[config.mk]
export PLATFORM = sky130hd
export DESIGN_NAME = line_interface_control_regs
export DESIGN_NICKNAME = d
export VERILOG_FILES = /design/src/line_interface_control_regs.v /design/src/rise_detect.v
export VERILOG_INCLUDE_DIRS = /design/src
export SDC_FILE = /design/constraint.sdc
export NUM_CORES = 1
export LEC_CHECK = 0
export BUFFER_PORTS_ARGS = -buffer_cell sky130_fd_sc_hd__buf_2
export CORE_ASPECT_RATIO = 0.6
export CORE_MARGIN = 2
export CORE_UTILIZATION = 47
export DETAILED_ROUTE_END_ITERATION = 12
export GPL_TIMING_DRIVEN = 0
export PLACE_DENSITY = 0.68
export SLEW_MARGIN = 20
export SYNTH_ARGS = -nofsm -noshare
export SYNTH_HDL_FRONTEND = slang
export SYNTH_SLANG_ARGS = --single-unit
[constraint.sdc]
create_clock -name clk -period 2.4 [get_ports clk]
set_clock_uncertainty 0.15 [all_clocks]
set_input_delay 0.24 -clock clk [delete_from_list [all_inputs] [get_ports clk]]
set_output_delay 0.24 -clock clk [all_outputs]
set_load 0.005 [all_outputs]
[src/line_ctrl_map.vh]
`ifndef LINE_CTRL_MAP_VH
`define LINE_CTRL_MAP_VH
// ==========================================================
// register offsets
`define OFS_CTRL_TWO 5'h01
`define OFS_CTRL_THREE 5'h02
`define OFS_CTRL_FOUR 5'h03
// ==========================================================
// reset values
`define RST_CTRL 8'h00
// ==========================================================
// control two fields
`define B_STATUS_PIN_SELECT 7
`define B_CUSTOM_DRIVER_SELECT 4
`define B_RX_ZERO_SUBST_DISABLE 3
`define B_TX_ZERO_SUBST_DISABLE 2
`define B_TX_SAMPLE_EDGE_SELECT 1
`define B_RX_UPDATE_EDGE_SELECT 0
// ==========================================================
// control three fields
`define B_TX_DATA_ENABLE 7
`define B_AUTO_ALL_ONES 6
`define B_TX_ALTERNATING 5
`define B_TX_PRBS 4
`define B_TX_LOOP_CODE 3
`define B_LINE_RESET 2
`define B_VIOLATION_INSERT 1
`define B_BIT_ERROR_INSERT 0
// ==========================================================
// control four fields
`define B_BUILDOUT_MSB 7
`define B_BUILDOUT_LSB 5
`define B_EQUALIZER_GAIN 4
`define B_JITTER_SIDE 3
`define B_JITTER_DEPTH 2
`define B_JITTER_DISABLE 1
`define B_TX_POWER_DOWN 0
// ==========================================================
// timing and counts
`define CLK_PERIOD_NS 100
`define TX_CLOCK_STALL_NS 5000
`define TX_CLOCK_STALL_CYC ((`TX_CLOCK_STALL_NS + `CLK_PERIOD_NS - 1) / `CLK_PERIOD_NS)
`define CARRIER_LOSS_ZEROS_E1 255
`define CARRIER_LOSS_ZEROS_T1 192
`define DEPTH_DEEP 8'h80
`define DEPTH_SHALLOW 8'h20
`define LINE_RESET_CYC 4
`endif

[src/line_interface_control_regs.v]
`timescale 1ns/1ns
`include "line_ctrl_map.vh"
module line_interface_control_regs (
  // clock and reset
  input wire clk,
  input wire rst,
  input wire hardware_reset_n,
  input wire hardware_mode,
  // register port
  input wire wr_en,
  input wire rd_en,
  input wire [4:0] addr,
  input wire [7:0] wr_data,
  output reg [7:0] rd_data,
  // mode and code definition
  input wire e1_t1_select,
  input wire [7:0] tx_code_def_one,
  input wire [7:0] tx_code_def_two,
  // line side pins
  input wire tx_clock_in,
  input wire jitter_atten_clock,
  input wire tx_positive_data,
  input wire tx_negative_data,
  input wire rx_line_data,
  input wire rx_all_ones,
  output reg line_out_a,
  output reg line_out_b,
  output reg line_out_oe,
  output reg line_open_drain,
  output reg status_pin,
  output reg rx_carrier_loss,
  // control outputs to datapath
  output reg rx_zero_subst_disable,
  output reg tx_zero_subst_disable,
  output reg rx_update_edge_select,
  output reg [2:0] buildout_code,
  output reg [1:0] rx_sensitivity,
  output reg jitter_atten_side,
  output reg jitter_atten_disable,
  output reg [7:0] jitter_depth_bits,
  output reg line_reset_active
);
  // ==========================================================
  // widths cut from the shared constants
  localparam [31:0] STALL_FULL = `TX_CLOCK_STALL_CYC;
  localparam [31:0] LRST_FULL = `LINE_RESET_CYC;
  localparam [31:0] LOSS_E1_FULL = `CARRIER_LOSS_ZEROS_E1;
  localparam [31:0] LOSS_T1_FULL = `CARRIER_LOSS_ZEROS_T1;
  localparam [5:0] STALL_LIMIT = STALL_FULL[5:0];
  localparam [2:0] LRST_LEN = LRST_FULL[2:0];
  localparam [7:0] LOSS_E1 = LOSS_E1_FULL[7:0];
  localparam [7:0] LOSS_T1 = LOSS_T1_FULL[7:0];
  // one-hot states of the line reset sequencer
  localparam [1:0] LR_IDLE = 2'h1;
  localparam [1:0] LR_BUSY = 2'h2;
  // ==========================================================
  // input synchronisers
  reg [1:0] s_hardware_reset_n;
  reg [1:0] s_tx_clock_in;
  reg [1:0] s_jclk;
  reg [1:0] s_tx_positive_data;
  reg [1:0] s_tx_negative_data;
  reg [1:0] s_rxd;
  reg [1:0] s_rao;
  reg [1:0] s_hwm;
  reg tx_clock_in_d;
  reg jclk_d;
  always @(posedge clk) begin
    if (rst) begin
      s_hardware_reset_n <= 2'h3;
      s_tx_clock_in <= 2'h0;
      s_jclk <= 2'h0;
      s_tx_positive_data <= 2'h0;
      s_tx_negative_data <= 2'h0;
      s_rxd <= 2'h0;
      s_rao <= 2'h0;
      s_hwm <= 2'h0;
      tx_clock_in_d <= 1'b0;
      jclk_d <= 1'b0;
    end else begin
      s_hardware_reset_n <= {s_hardware_reset_n[0], hardware_reset_n};
      s_tx_clock_in <= {s_tx_clock_in[0], tx_clock_in};
      s_jclk <= {s_jclk[0], jitter_atten_clock};
      s_tx_positive_data <= {s_tx_positive_data[0], tx_positive_data};
      s_tx_negative_data <= {s_tx_negative_data[0], tx_negative_data};
      s_rxd <= {s_rxd[0], rx_line_data};
      s_rao <= {s_rao[0], rx_all_ones};
      s_hwm <= {s_hwm[0], hardware_mode};
      tx_clock_in_d <= s_tx_clock_in[1];
      jclk_d <= s_jclk[1];
    end
  end
  // level sensitive: any cycle with the pin low holds defaults
  wire soft_rst = rst | ~s_hardware_reset_n[1];
  wire tx_clock_in_rise = s_tx_clock_in[1] & ~tx_clock_in_d;
  wire tx_clock_in_fall = ~s_tx_clock_in[1] & tx_clock_in_d;
  wire jclk_rise = s_jclk[1] & ~jclk_d;
  // ==========================================================
  // control registers
  reg [7:0] ctrl_two;
  reg [7:0] ctrl_three;
  reg [7:0] ctrl_four;
  always @(posedge clk) begin
    if (soft_rst) begin
      ctrl_two <= `RST_CTRL;
      ctrl_three <= `RST_CTRL;
      ctrl_four <= `RST_CTRL;
    end else if (wr_en) begin
      if (addr == `OFS_CTRL_TWO) ctrl_two <= wr_data;
      if (addr == `OFS_CTRL_THREE) ctrl_three <= wr_data;
      if (addr == `OFS_CTRL_FOUR) ctrl_four <= wr_data;
    end
  end
  always @(posedge clk) begin
    if (soft_rst) begin
      rd_data <= 8'h00;
    end else if (rd_en) begin
      case (addr)
        `OFS_CTRL_TWO: rd_data <= ctrl_two;
        `OFS_CTRL_THREE: rd_data <= ctrl_three;
        `OFS_CTRL_FOUR: rd_data <= ctrl_four;
        default: rd_data <= 8'h00;
      endcase
    end
  end
  // hardware mode holds the selector at zero
  wire pin_select = ctrl_two[`B_STATUS_PIN_SELECT] & ~s_hwm[1];
  wire custom_drv = ctrl_two[`B_CUSTOM_DRIVER_SELECT];
  wire tx_edge = ctrl_two[`B_TX_SAMPLE_EDGE_SELECT];
  wire tx_enable = ctrl_three[`B_TX_DATA_ENABLE];
  wire [2:0] bo_code = ctrl_four[`B_BUILDOUT_MSB:`B_BUILDOUT_LSB];
  // ==========================================================
  // zero-to-one detectors
  wire lrst_p;
  wire bpv_p;
  wire err_p;
  rise_detect u_lrst (.clk(clk), .rst(soft_rst),
    .level(ctrl_three[`B_LINE_RESET]), .pulse(lrst_p));
  rise_detect u_bpv (.clk(clk), .rst(soft_rst),
    .level(ctrl_three[`B_VIOLATION_INSERT]), .pulse(bpv_p));
  rise_detect u_err (.clk(clk), .rst(soft_rst),
    .level(ctrl_three[`B_BIT_ERROR_INSERT]), .pulse(err_p));
  // ==========================================================
  // carrier loss and tx clock watchdog
  reg [7:0] zero_cnt;
  reg [5:0] stall_cnt;
  reg tx_clock_in_stalled;
  wire [7:0] loss_limit = e1_t1_select ? LOSS_T1 : LOSS_E1;
  // stop one short, so loss rises on the limit-th zero itself
  wire [7:0] loss_last = loss_limit - 8'h01;
  always @(posedge clk) begin
    if (soft_rst) begin
      zero_cnt <= 8'h00;
      rx_carrier_loss <= 1'b0;
      stall_cnt <= 6'h00;
      tx_clock_in_stalled <= 1'b0;
    end else begin
      // rx data counted once per rx bit, on tx clock timing as a proxy
      if (tx_clock_in_rise) begin
        if (s_rxd[1]) begin
          zero_cnt <= 8'h00;
          rx_carrier_loss <= 1'b0;
        end else if (zero_cnt < loss_last) begin
          zero_cnt <= zero_cnt + 8'h01;
        end else begin
          rx_carrier_loss <= 1'b1;
        end
      end
      if (tx_clock_in_rise | tx_clock_in_fall) begin
        stall_cnt <= 6'h00;
        tx_clock_in_stalled <= 1'b0;
      end else if (stall_cnt < STALL_LIMIT) begin
        stall_cnt <= stall_cnt + 6'h01;
      end else begin
        tx_clock_in_stalled <= 1'b1;
      end
    end
  end
  // ==========================================================
  // line reset sequencer
  // a fresh rise restarts the window, so a quick re-toggle never shortens it
  reg [1:0] lr_state;
  reg [1:0] next_lr_state;
  reg [2:0] lrst_cnt;
  reg [2:0] next_lrst_cnt;
  always @* begin
    next_lr_state = lr_state;
    next_lrst_cnt = lrst_cnt;
    case (lr_state)
      LR_IDLE: begin
        if (lrst_p) begin
          next_lr_state = LR_BUSY;
          next_lrst_cnt = LRST_LEN - 3'h1;
        end
      end
      LR_BUSY: begin
        if (lrst_p) begin
          next_lrst_cnt = LRST_LEN - 3'h1;
        end else if (lrst_cnt == 3'h0) begin
          next_lr_state = LR_IDLE;
        end else begin
          next_lrst_cnt = lrst_cnt - 3'h1;
        end
      end
      default: begin
        next_lr_state = LR_IDLE;
        next_lrst_cnt = 3'h0;
      end
    endcase
  end
  always @(posedge clk) begin
    if (soft_rst) begin
      lr_state <= LR_IDLE;
      lrst_cnt <= 3'h0;
    end else begin
      lr_state <= next_lr_state;
      lrst_cnt <= next_lrst_cnt;
    end
  end
  // ==========================================================
  // transmit pattern generation
  reg [19:0] prbs;
  reg alt_bit;
  reg sq_bit;
  reg [3:0] code_idx;
  reg [1:0] ones_run;
  reg bpv_armed;
  reg err_armed;
  reg last_mark_b;
  reg mark_d;
  reg data_d;
  wire prbs_fb = e1_t1_select ? (prbs[19] ^ prbs[16]) : (prbs[14] ^ prbs[13]);
  wire [15:0] code_word = {tx_code_def_one, tx_code_def_two};
  wire tx_sample = tx_edge ? tx_clock_in_rise : tx_clock_in_fall;
  wire all_ones = ~tx_enable |
    (ctrl_three[`B_AUTO_ALL_ONES] & (rx_carrier_loss | s_rao[1]));
  // all-ones runs on jitter clock; other patterns on tx clock
  wire bit_tick = all_ones ? jclk_rise : tx_sample;
  reg raw_bit;
  always @* begin
    raw_bit = s_tx_positive_data[1] | s_tx_negative_data[1];
    if (all_ones) raw_bit = 1'b1;
    else if (ctrl_three[`B_TX_ALTERNATING]) raw_bit = alt_bit;
    else if (ctrl_three[`B_TX_PRBS]) raw_bit = prbs[0];
    else if (ctrl_three[`B_TX_LOOP_CODE]) raw_bit = code_word[code_idx];
  end
  always @(posedge clk) begin
    if (soft_rst) begin
      prbs <= 20'hFFFFF;
      alt_bit <= 1'b1;
      sq_bit <= 1'b0;
      code_idx <= 4'hF;
      ones_run <= 2'h0;
      bpv_armed <= 1'b0;
      err_armed <= 1'b0;
      last_mark_b <= 1'b0;
      mark_d <= 1'b0;
      data_d <= 1'b0;
    end else begin
      if (bpv_p) bpv_armed <= 1'b1;
      if (err_p) err_armed <= 1'b1;
      if (bit_tick) begin
        prbs <= {prbs[18:0], prbs_fb};
        alt_bit <= ~alt_bit;
        sq_bit <= ~sq_bit;
        code_idx <= code_idx - 4'h1;
        data_d <= raw_bit ^ err_armed;
        if (err_armed & ~err_p) err_armed <= 1'b0;
        if (raw_bit) begin
          ones_run <= (ones_run == 2'h3) ? 2'h3 : ones_run + 2'h1;
          if (bpv_armed & ones_run == 2'h2) begin
            // violation keeps last_mark_b, so the next mark repeats the violation polarity
            mark_d <= 1'b1;
            if (~bpv_p) bpv_armed <= 1'b0;
          end else begin
            last_mark_b <= ~last_mark_b;
            mark_d <= 1'b0;
          end
        end else begin
          ones_run <= 2'h0;
        end
      end
    end
  end
  // ==========================================================
  // line driver
  always @(posedge clk) begin
    if (soft_rst) begin
      line_out_a <= 1'b0;
      line_out_b <= 1'b0;
      line_out_oe <= 1'b0;
      line_open_drain <= 1'b0;
      status_pin <= 1'b0;
      rx_zero_subst_disable <= 1'b0;
      tx_zero_subst_disable <= 1'b0;
      rx_update_edge_select <= 1'b0;
      buildout_code <= 3'h0;
      rx_sensitivity <= 2'h0;
      jitter_atten_side <= 1'b0;
      jitter_atten_disable <= 1'b0;
      jitter_depth_bits <= `DEPTH_DEEP;
      line_reset_active <= 1'b0;
    end else begin
      line_out_oe <= ~ctrl_four[`B_TX_POWER_DOWN];
      if (custom_drv & bo_code == 3'h0) begin
        line_out_a <= sq_bit;
        line_out_b <= ~sq_bit;
      end else begin
        line_out_a <= data_d & (mark_d ? ~last_mark_b : last_mark_b);
        line_out_b <= data_d & (mark_d ? last_mark_b : ~last_mark_b);
      end
      line_open_drain <= custom_drv & (bo_code != 3'h0);
      status_pin <= pin_select ? tx_clock_in_stalled : rx_carrier_loss;
      rx_zero_subst_disable <= ctrl_two[`B_RX_ZERO_SUBST_DISABLE];
      tx_zero_subst_disable <= ctrl_two[`B_TX_ZERO_SUBST_DISABLE];
      rx_update_edge_select <= ctrl_two[`B_RX_UPDATE_EDGE_SELECT];
      buildout_code <= bo_code;
      rx_sensitivity <= {e1_t1_select, ctrl_four[`B_EQUALIZER_GAIN]};
      jitter_atten_side <= ctrl_four[`B_JITTER_SIDE];
      jitter_atten_disable <= ctrl_four[`B_JITTER_DISABLE];
      jitter_depth_bits <= ctrl_four[`B_JITTER_DEPTH] ? `DEPTH_SHALLOW : `DEPTH_DEEP;
      line_reset_active <= (lr_state == LR_BUSY);
    end
  end
endmodule

[src/rise_detect.v]
`timescale 1ns/1ns
// ==========================================================
// rise detector against last stored control value
module rise_detect (
  input wire clk,
  input wire rst,
  input wire level,
  output reg pulse
);
  reg last;
  always @(posedge clk) begin
    if (rst) begin
      last <= 1'b0;
      pulse <= 1'b0;
    end else begin
      last <= level;
      pulse <= level & ~last;
    end
  end
endmodule

==> results of run 1 <==
-- flip-flops by register name, indices dropped and copies added, names as in the netlist, 3 cells and up --
signal and count:
prbs 20, ctrl_four 8, ctrl_three 8, ctrl_two 8
rd_data 8, zero_cnt 8, stall_cnt 6, code_idx 4
buildout_code 3, lrst_cnt 3
-- worst reg2reg max path, delay by kind of cell, from the launching register on --
| family | cells | cell delay, ps |
|---|---|---|
| AND/OR/NAND/NOR | 1 | 100 |
| buffers and inverters | 1 | 160 |
| AO/OA/AOI/OAI | 3 | 510 |
| flip-flops | 1 | 380 |
| multiplexers | 2 | 810 |
-- worst max path at each step --
stage / cells past startpoint / start / slack, ps / endpoint
after CTS: 7 / code_idx[2] / 20 / data_d
after global routing: 7 / code_idx[2] / 20 / data_d
final: 7 / code_idx[2] / 140 / data_d
after global placement: 5 / addr[3] / -140 / ctrl_four[3]
after floorplan: 6 / code_idx[2] / 250 / data_d
after detailed placement: 5 / addr[3] / -140 / ctrl_four[4]
-- logic make-up after synthesis --
logic type	Yosys count	share of synthesized area, %
AOI/OAI and AO/OA	69	9.055
xor gates and xnor gates	17	2.976
adders and majority gates	10	2.501
buffers and inverters	45	4.027
DFF	128	51.23
muxes	34	8.004
other	1	0.07497
and+or+nand+nor	229	22.14
-- power by group --
part | switching [µW] | internal, µW | total, µW
registers | 29.0 | 2180 | 2210
logic | 155 | 124 | 280
clock network | 848 | 1690 | 2540
total | 1030 | 3990 | 5020
-- cell type report --
cell class,instances,area [µm²],area share (%)
flip-flops and latches,128,2566,40.65
multi-input cells,365,2267,35.91
repair buffers,85,516.7,8.185
clock buffers,22,474.2,7.511
well taps,139,173.9,2.755
plain buffers,31,152.6,2.418
clock inverters,7,110.1,1.744
inverters,14,52.55,0.8323
-- what timing repair did --
action / 4_1_cts / 5_1_grt
endpoints found under the hold margin: 33 / 0
endpoints found under the setup margin: 4 / 22
hold buffers: 17 / 0
gates resized for setup: 0 / 12
pin swaps: 1 / 0
setup buffers: 1 / 0
-- placed cells by master, fill, tap and decap left out, types with 6 or more instances in the layout --
master and instances:
dfxtp_1 127, nand2_1 71, buf_2 67, nor2_1 50
nand3_1 38, a21oi_1 26, nor2b_1 23, clkbuf_1 21
mux2i_1 21, clkbuf_16 17, dlygate4sd3_1 17, inv_1 14
and2_1 14, xor2_1 11, o21ai_0 10, a211oi_1 10
ha_1 10, mux2_2 9, a22oi_1 8, nand2b_1 6
xnor2_1 6, buf_4 6, conb_1 6
-- routing by layer --
metal / GRT usage (%) / part of all wire (%) / vias to the layer above
met5: 0 / 0 / -
met3: 5.950 / 5.3 / 13
met2: 31.30 / 45 / 111
met1: 27.37 / 49 / 1893
li1: - / - / 2021
met4: 7.123 / 1.1 / 0
-- metrics by stage --
| step | total power [µW] | util, % | worst slack (ps) | hold WS [ps] | setup TNS, ps |
|---|---|---|---|---|---|
| after detailed placement | 2504 | 52.92 | -135.5 | 221.7 | -1056 |
| after floorplan | 2400 | - | 254.3 | 193.8 | 0 |
| after global routing | 5188 | 60.42 | 15.57 | 135.9 | 0 |
| after global placement | 2494 | 52.92 | -143.5 | 222.5 | -1114 |
| after CTS | 5061 | 60.21 | 18.98 | 105.9 | 0 |
| final | 5023 | 60.42 | 143.7 | 124.4 | 0 |
==> metrics, run 1 <==
Yosys top cell area share 51.23%; delay-heaviest family, CP multiplexers; commonest cells in the netlist dfxtp_1 (128), nand2_1 (71), nor2_1 (50); Fin. Hold Viols 0; Mean Syn Cell Area 9.385 µm²; Seq cells post-synth 128; Synth Warn # 0; CP Launch Type flop; hold depth 3; core area 10450 µm²; Port Buffers 67; DRC 0; final instance area 6314 µm²; io pins 75; Die H 83.91 µm; Slew @ Worst Pin 1001 ps; clk root buf clkbuf_16; CTS tree yes; f_max 0.4432 GHz; GRT Residual Overflow 0; Cell Chain, Critical Path mux4_1 > mux2i_2 > o2111ai_2 > a221oi_4 > buf_6 > or4_1 > o311ai_0; Final Max Slew Viols 0; FP Rows 29; # setup viols final 0; P_leak 0.002811 µW; fin crit share 94.01%; Critical Path RT 2520 ps; register area share after synthesis 51.23%; global-route wire length before repair 18020 µm; placed cell area 5530 µm²; Hold Startpoint rd_en; # fillers 898; Finished Layout Cells 791; CTS Buf Count 17; most frequent cell after synthesis dfxtp_1; Synth cell types 48; fin nets 694; unrepaired setup endpoints after global routing false; Synth Cell Area 5002 µm²; DR WL/cell 14.27 µm; DP Wirelength 7846 µm; critical-path maximum fanout 9; critical path buffer and inverter count 1; Iteration-0 DRC Markers 233; DIE AREA 11510 µm²; Worst R2R Path Depth 7; layout cells sized above 1 19.48%; number of synthesized flops with an enable pin 0; clock sink total 128; Reg2Reg Setup Slack 140 ps; n_diodes 0; CP max-delay cell mux4_1; worst reg2reg endpoint data_d; crit path DAT 2380 ps; Via density 5.105; Clock Path Buffers 2; top cells by area, synth dfxtp_1 (51%), nand2_1 (5.3%), mux2i_1 (4.4%); WS Path Type flop to flop; Initial Utilization 47.87%; Clock transition at path regs 50 ps; CP peak stage delay 610 ps; critical path capture point type flop; asr flop ratio synth 0%; Area Overhead vs Synth 26.21%; initial antenna violation count 0; Routed Antenna Nets 0; WL final 11290 µm; CTS HTree Levels 4; Clock Latency Late Sink 410 ps; Horiz. Die Dim 137.2 µm; worst hold-check path type input pin to flop; top_reg_cell synth dfxtp_1; Post-Synthesis Cells 533; VDD IR max 0.5148 mV; cell area power density 795.6 nW/µm²; number of global-route vias before repair 3734; dpl cells 744; number of max-cap violations 0; RePlAce Congestion 0.8499; hold path endpoint rd_data[1]; routed vias 4038; largest net degree at the start of global routing 17; status completed; drt first pass iters 5; Yosys top cell by area dfxtp_1; worst rel slew slack 33.08%; Tmin final 2256 ps; Worst R2R Start code_idx[2]; total global-route track usage 20.41%
(Power assumes the default switching activity.)
==> inputs of run 2 (changes only) <==
--- a/config.mk
+++ b/config.mk
@@ -8,7 +8,7 @@
 export LEC_CHECK = 0
 export BUFFER_PORTS_ARGS = -buffer_cell sky130_fd_sc_hd__buf_2
 export CORE_ASPECT_RATIO = 0.6
-export CORE_MARGIN = 2
+export CORE_MARGIN = 5
 export CORE_UTILIZATION = 47
 export DETAILED_ROUTE_END_ITERATION = 12
 export GPL_TIMING_DRIVEN = 0
==> run 2 against run 1 <==
  * Critical path type unchanged
  * Largest power group unchanged
  * Combinational power about the same
  * Critical path depth decreased by 1
  * Routed wire length increased by 4.4%
  * First-iteration DRC count increased by 41%
  * Sequential share of layout area decreased by 0.71 points
  * Register-to-register slack got worse by 60 ps
  * Largest cell class unchanged
  * Utilization increased by 0.81 points
  * Cell area increased by 1.7%
  * Die area increased by 12%
  * Count of clock-buffer cells in the layout decreased by 1
==> metrics, run 2 (synthesized netlist as in run 1, its figures left out) <==
status completed; DIE AREA 12870 µm² (+12%); core area 10490 µm² (+0.35%); Sw Ratio 20.43% (-0.12 points); logic gate share of total power 5.2% (-0.4 points); Port Buffers 67 (unchanged); final worst slack 82.59 ps (-61.06 ps); critical path capture point type flop; CP Launch Type flop; number of max-cap violations 0 (unchanged); n_diodes 0 (unchanged); placed cell area 5530 µm² (unchanged); Horiz. Die Dim 143.2 µm (+4.4%); WL final 11780 µm (+4.4%); io pins 75 (unchanged); total global-route track usage 18.94% (-1.5 points); Die H 89.91 µm (+7.2%); Reg2Reg Setup Slack 80 ps (-60 ps); Largest Register prbs; Via density 5.132 (+0.53%); Slew @ Worst Pin 931.7 ps (-69.47 ps); sw power 1110 µW (+7.6%); layout cells sized above 1 19.82% (+0.34 points); fin crit share 96.56% (+2.5 points); VDD IR max 0.4530 mV (-12%); largest net degree at the start of global routing 17 (unchanged); # fillers 901 (+0.33%); commonest non-fill, non-tap cell in the layout dfxtp_1; fin nets 695 (+0.14%); sequential share of power 40.6% (-3.3 points); Clk network pwr share 54.2% (+3.7 points); cell area power density 846.7 nW/µm² (+6.4%); Clock transition at path regs 60 ps (about the same); crit path DAT 2440 ps (+60 ps); Largest register FFs 20 (unchanged); Clock Latency Late Sink 410 ps (about the same); Sequential Area 2564 µm² (about the same); Initial Utilization 47.70% (-0.17 points); RePlAce Congestion 0.8250 (-2.9%); FP Rows 29 (unchanged); DR WL/cell 14.82 µm (+3.9%); DRC 0 (unchanged); f_max 0.4315 GHz (-2.6%); DP Wirelength 8003 µm (+2.0%); Clock Path Buffers 2 (unchanged); unrepaired setup endpoints after global routing false; Finished Layout Cells 795 (+0.51%); Routed Antenna Nets 0 (unchanged); Area Overhead vs Synth 28.34%; worst rel slew slack 37.37% (+4.3 points); routed vias 4080 (+1.0%); worst hold-check path type input pin to flop; initial antenna violation count 0 (unchanged); final instance area 6420 µm² (+1.7%); Fin. Hold Viols 0 (unchanged); CP startpoint code_idx[2]; CTS Buf Count 17 (unchanged); worst reg2reg endpoint data_d; crit path to data_d; Tmin final 2317 ps (+61.06 ps); multi-input combinational cell area 2287 µm² (+0.88%); WS Path Type flop to flop; # setup viols final 0 (unchanged); P_int 4325 µW (+8.4%); dpl cells 744 (unchanged); Final Max Slew Viols 0 (unchanged); CTS tree yes; Worst R2R Start code_idx[2]; P_leak 0.002858 µW (+1.7%); most frequent cells in the layout dfxtp_1 (127), nand2_1 (71), buf_2 (67); drt first pass iters 5 (unchanged); global-route wire length before repair 19320 µm (+7.2%); fin util 61.22% (+0.81 points); number of global-route vias before repair 3859 (+3.3%); clk root buf clkbuf_16; post-place setup slack -271.1 ps (-135.6 ps); GRT Residual Overflow 0 (unchanged); critical-path maximum fanout 7 (-2); clock sink total 128 (unchanged); CTS HTree Levels 4 (unchanged); Critical Path RT 2520 ps (about the same); Worst R2R Path Depth 6 (-1); Iteration-0 DRC Markers 328 (+41%)
run 2: how the worst min path moves through the flow:
stage	startpoint	to	slack, ps	cells after the start
after floorplan	hardware_reset_n	s_hardware_reset_n[0]	190	1
after global placement	u_bpv.last	u_bpv.pulse	220	1
after detailed placement	u_err.last	u_err.pulse	220	1
after CTS	rd_en	rd_data[1]	100	3
after global routing	rd_en	rd_data[1]	150	3
final	rd_en	rd_data[1]	110	3
run 2: critical path, stage by stage, from the launching register on:
cell and delay [ps]:
dfxtp_2 390, mux4_1 560, mux2i_1 240, o2111ai_2 190
a221oi_4 380, or4_1 150, o311ai_0 120
run 2: cell type report:
| type | count | area share [%] |
|---|---|---|
| plain buffers | 31 | 2.358 |
| clock inverters | 11 | 3.235 |
| well taps | 139 | 2.709 |
| inverters | 14 | 0.8186 |
| flip-flops and latches | 128 | 39.93 |
| clock buffers | 21 | 7.328 |
| repair buffers | 85 | 7.991 |
| multi-input cells | 366 | 35.63 |
run 2: what timing repair did:
item	4_1_cts	5_1_grt
cloned	0	1
hold endpoints to repair	32	0
resized for setup	0	8
hold buffers	17	0
buffers inserted	0	1
endpoints found under the setup margin	1	28
pin swaps	1	1
run 2: stage by stage:
step / hold WS (ps) / total power, µW / setup TNS (ps)
floorplan: 193.8 / 2400 / 0
global placement: 223.3 / 2495 / -1699
detailed placement: 222.8 / 2504 / -1985
CTS: 99.69 / 5462 / 0
global route: 150.5 / 5614 / 0
finish: 114.9 / 5436 / 0
run 2: layer usage:
layer | track usage (%) | share of wire (%) | up-vias
met2 | 27.70 | 44 | 135
met4 | 6.566 | 1.3 | 0
met5 | 0 | 0 | -
met3 | 5.302 | 7.1 | 13
li1 | - | - | 2033
met1 | 26.79 | 48 | 1899
run 2: power groups by stage:
stage          Combinational [µW]  Sequential (µW)  Clock [µW]
2_1_floorplan                 155             2250           0
3_5_place_dp                  253             2250           0
6_report                      282             2210        2950
5_1_grt                       313             2210        3090
3_3_place_gp                  246             2250           0
4_1_cts                       277             2210        2980
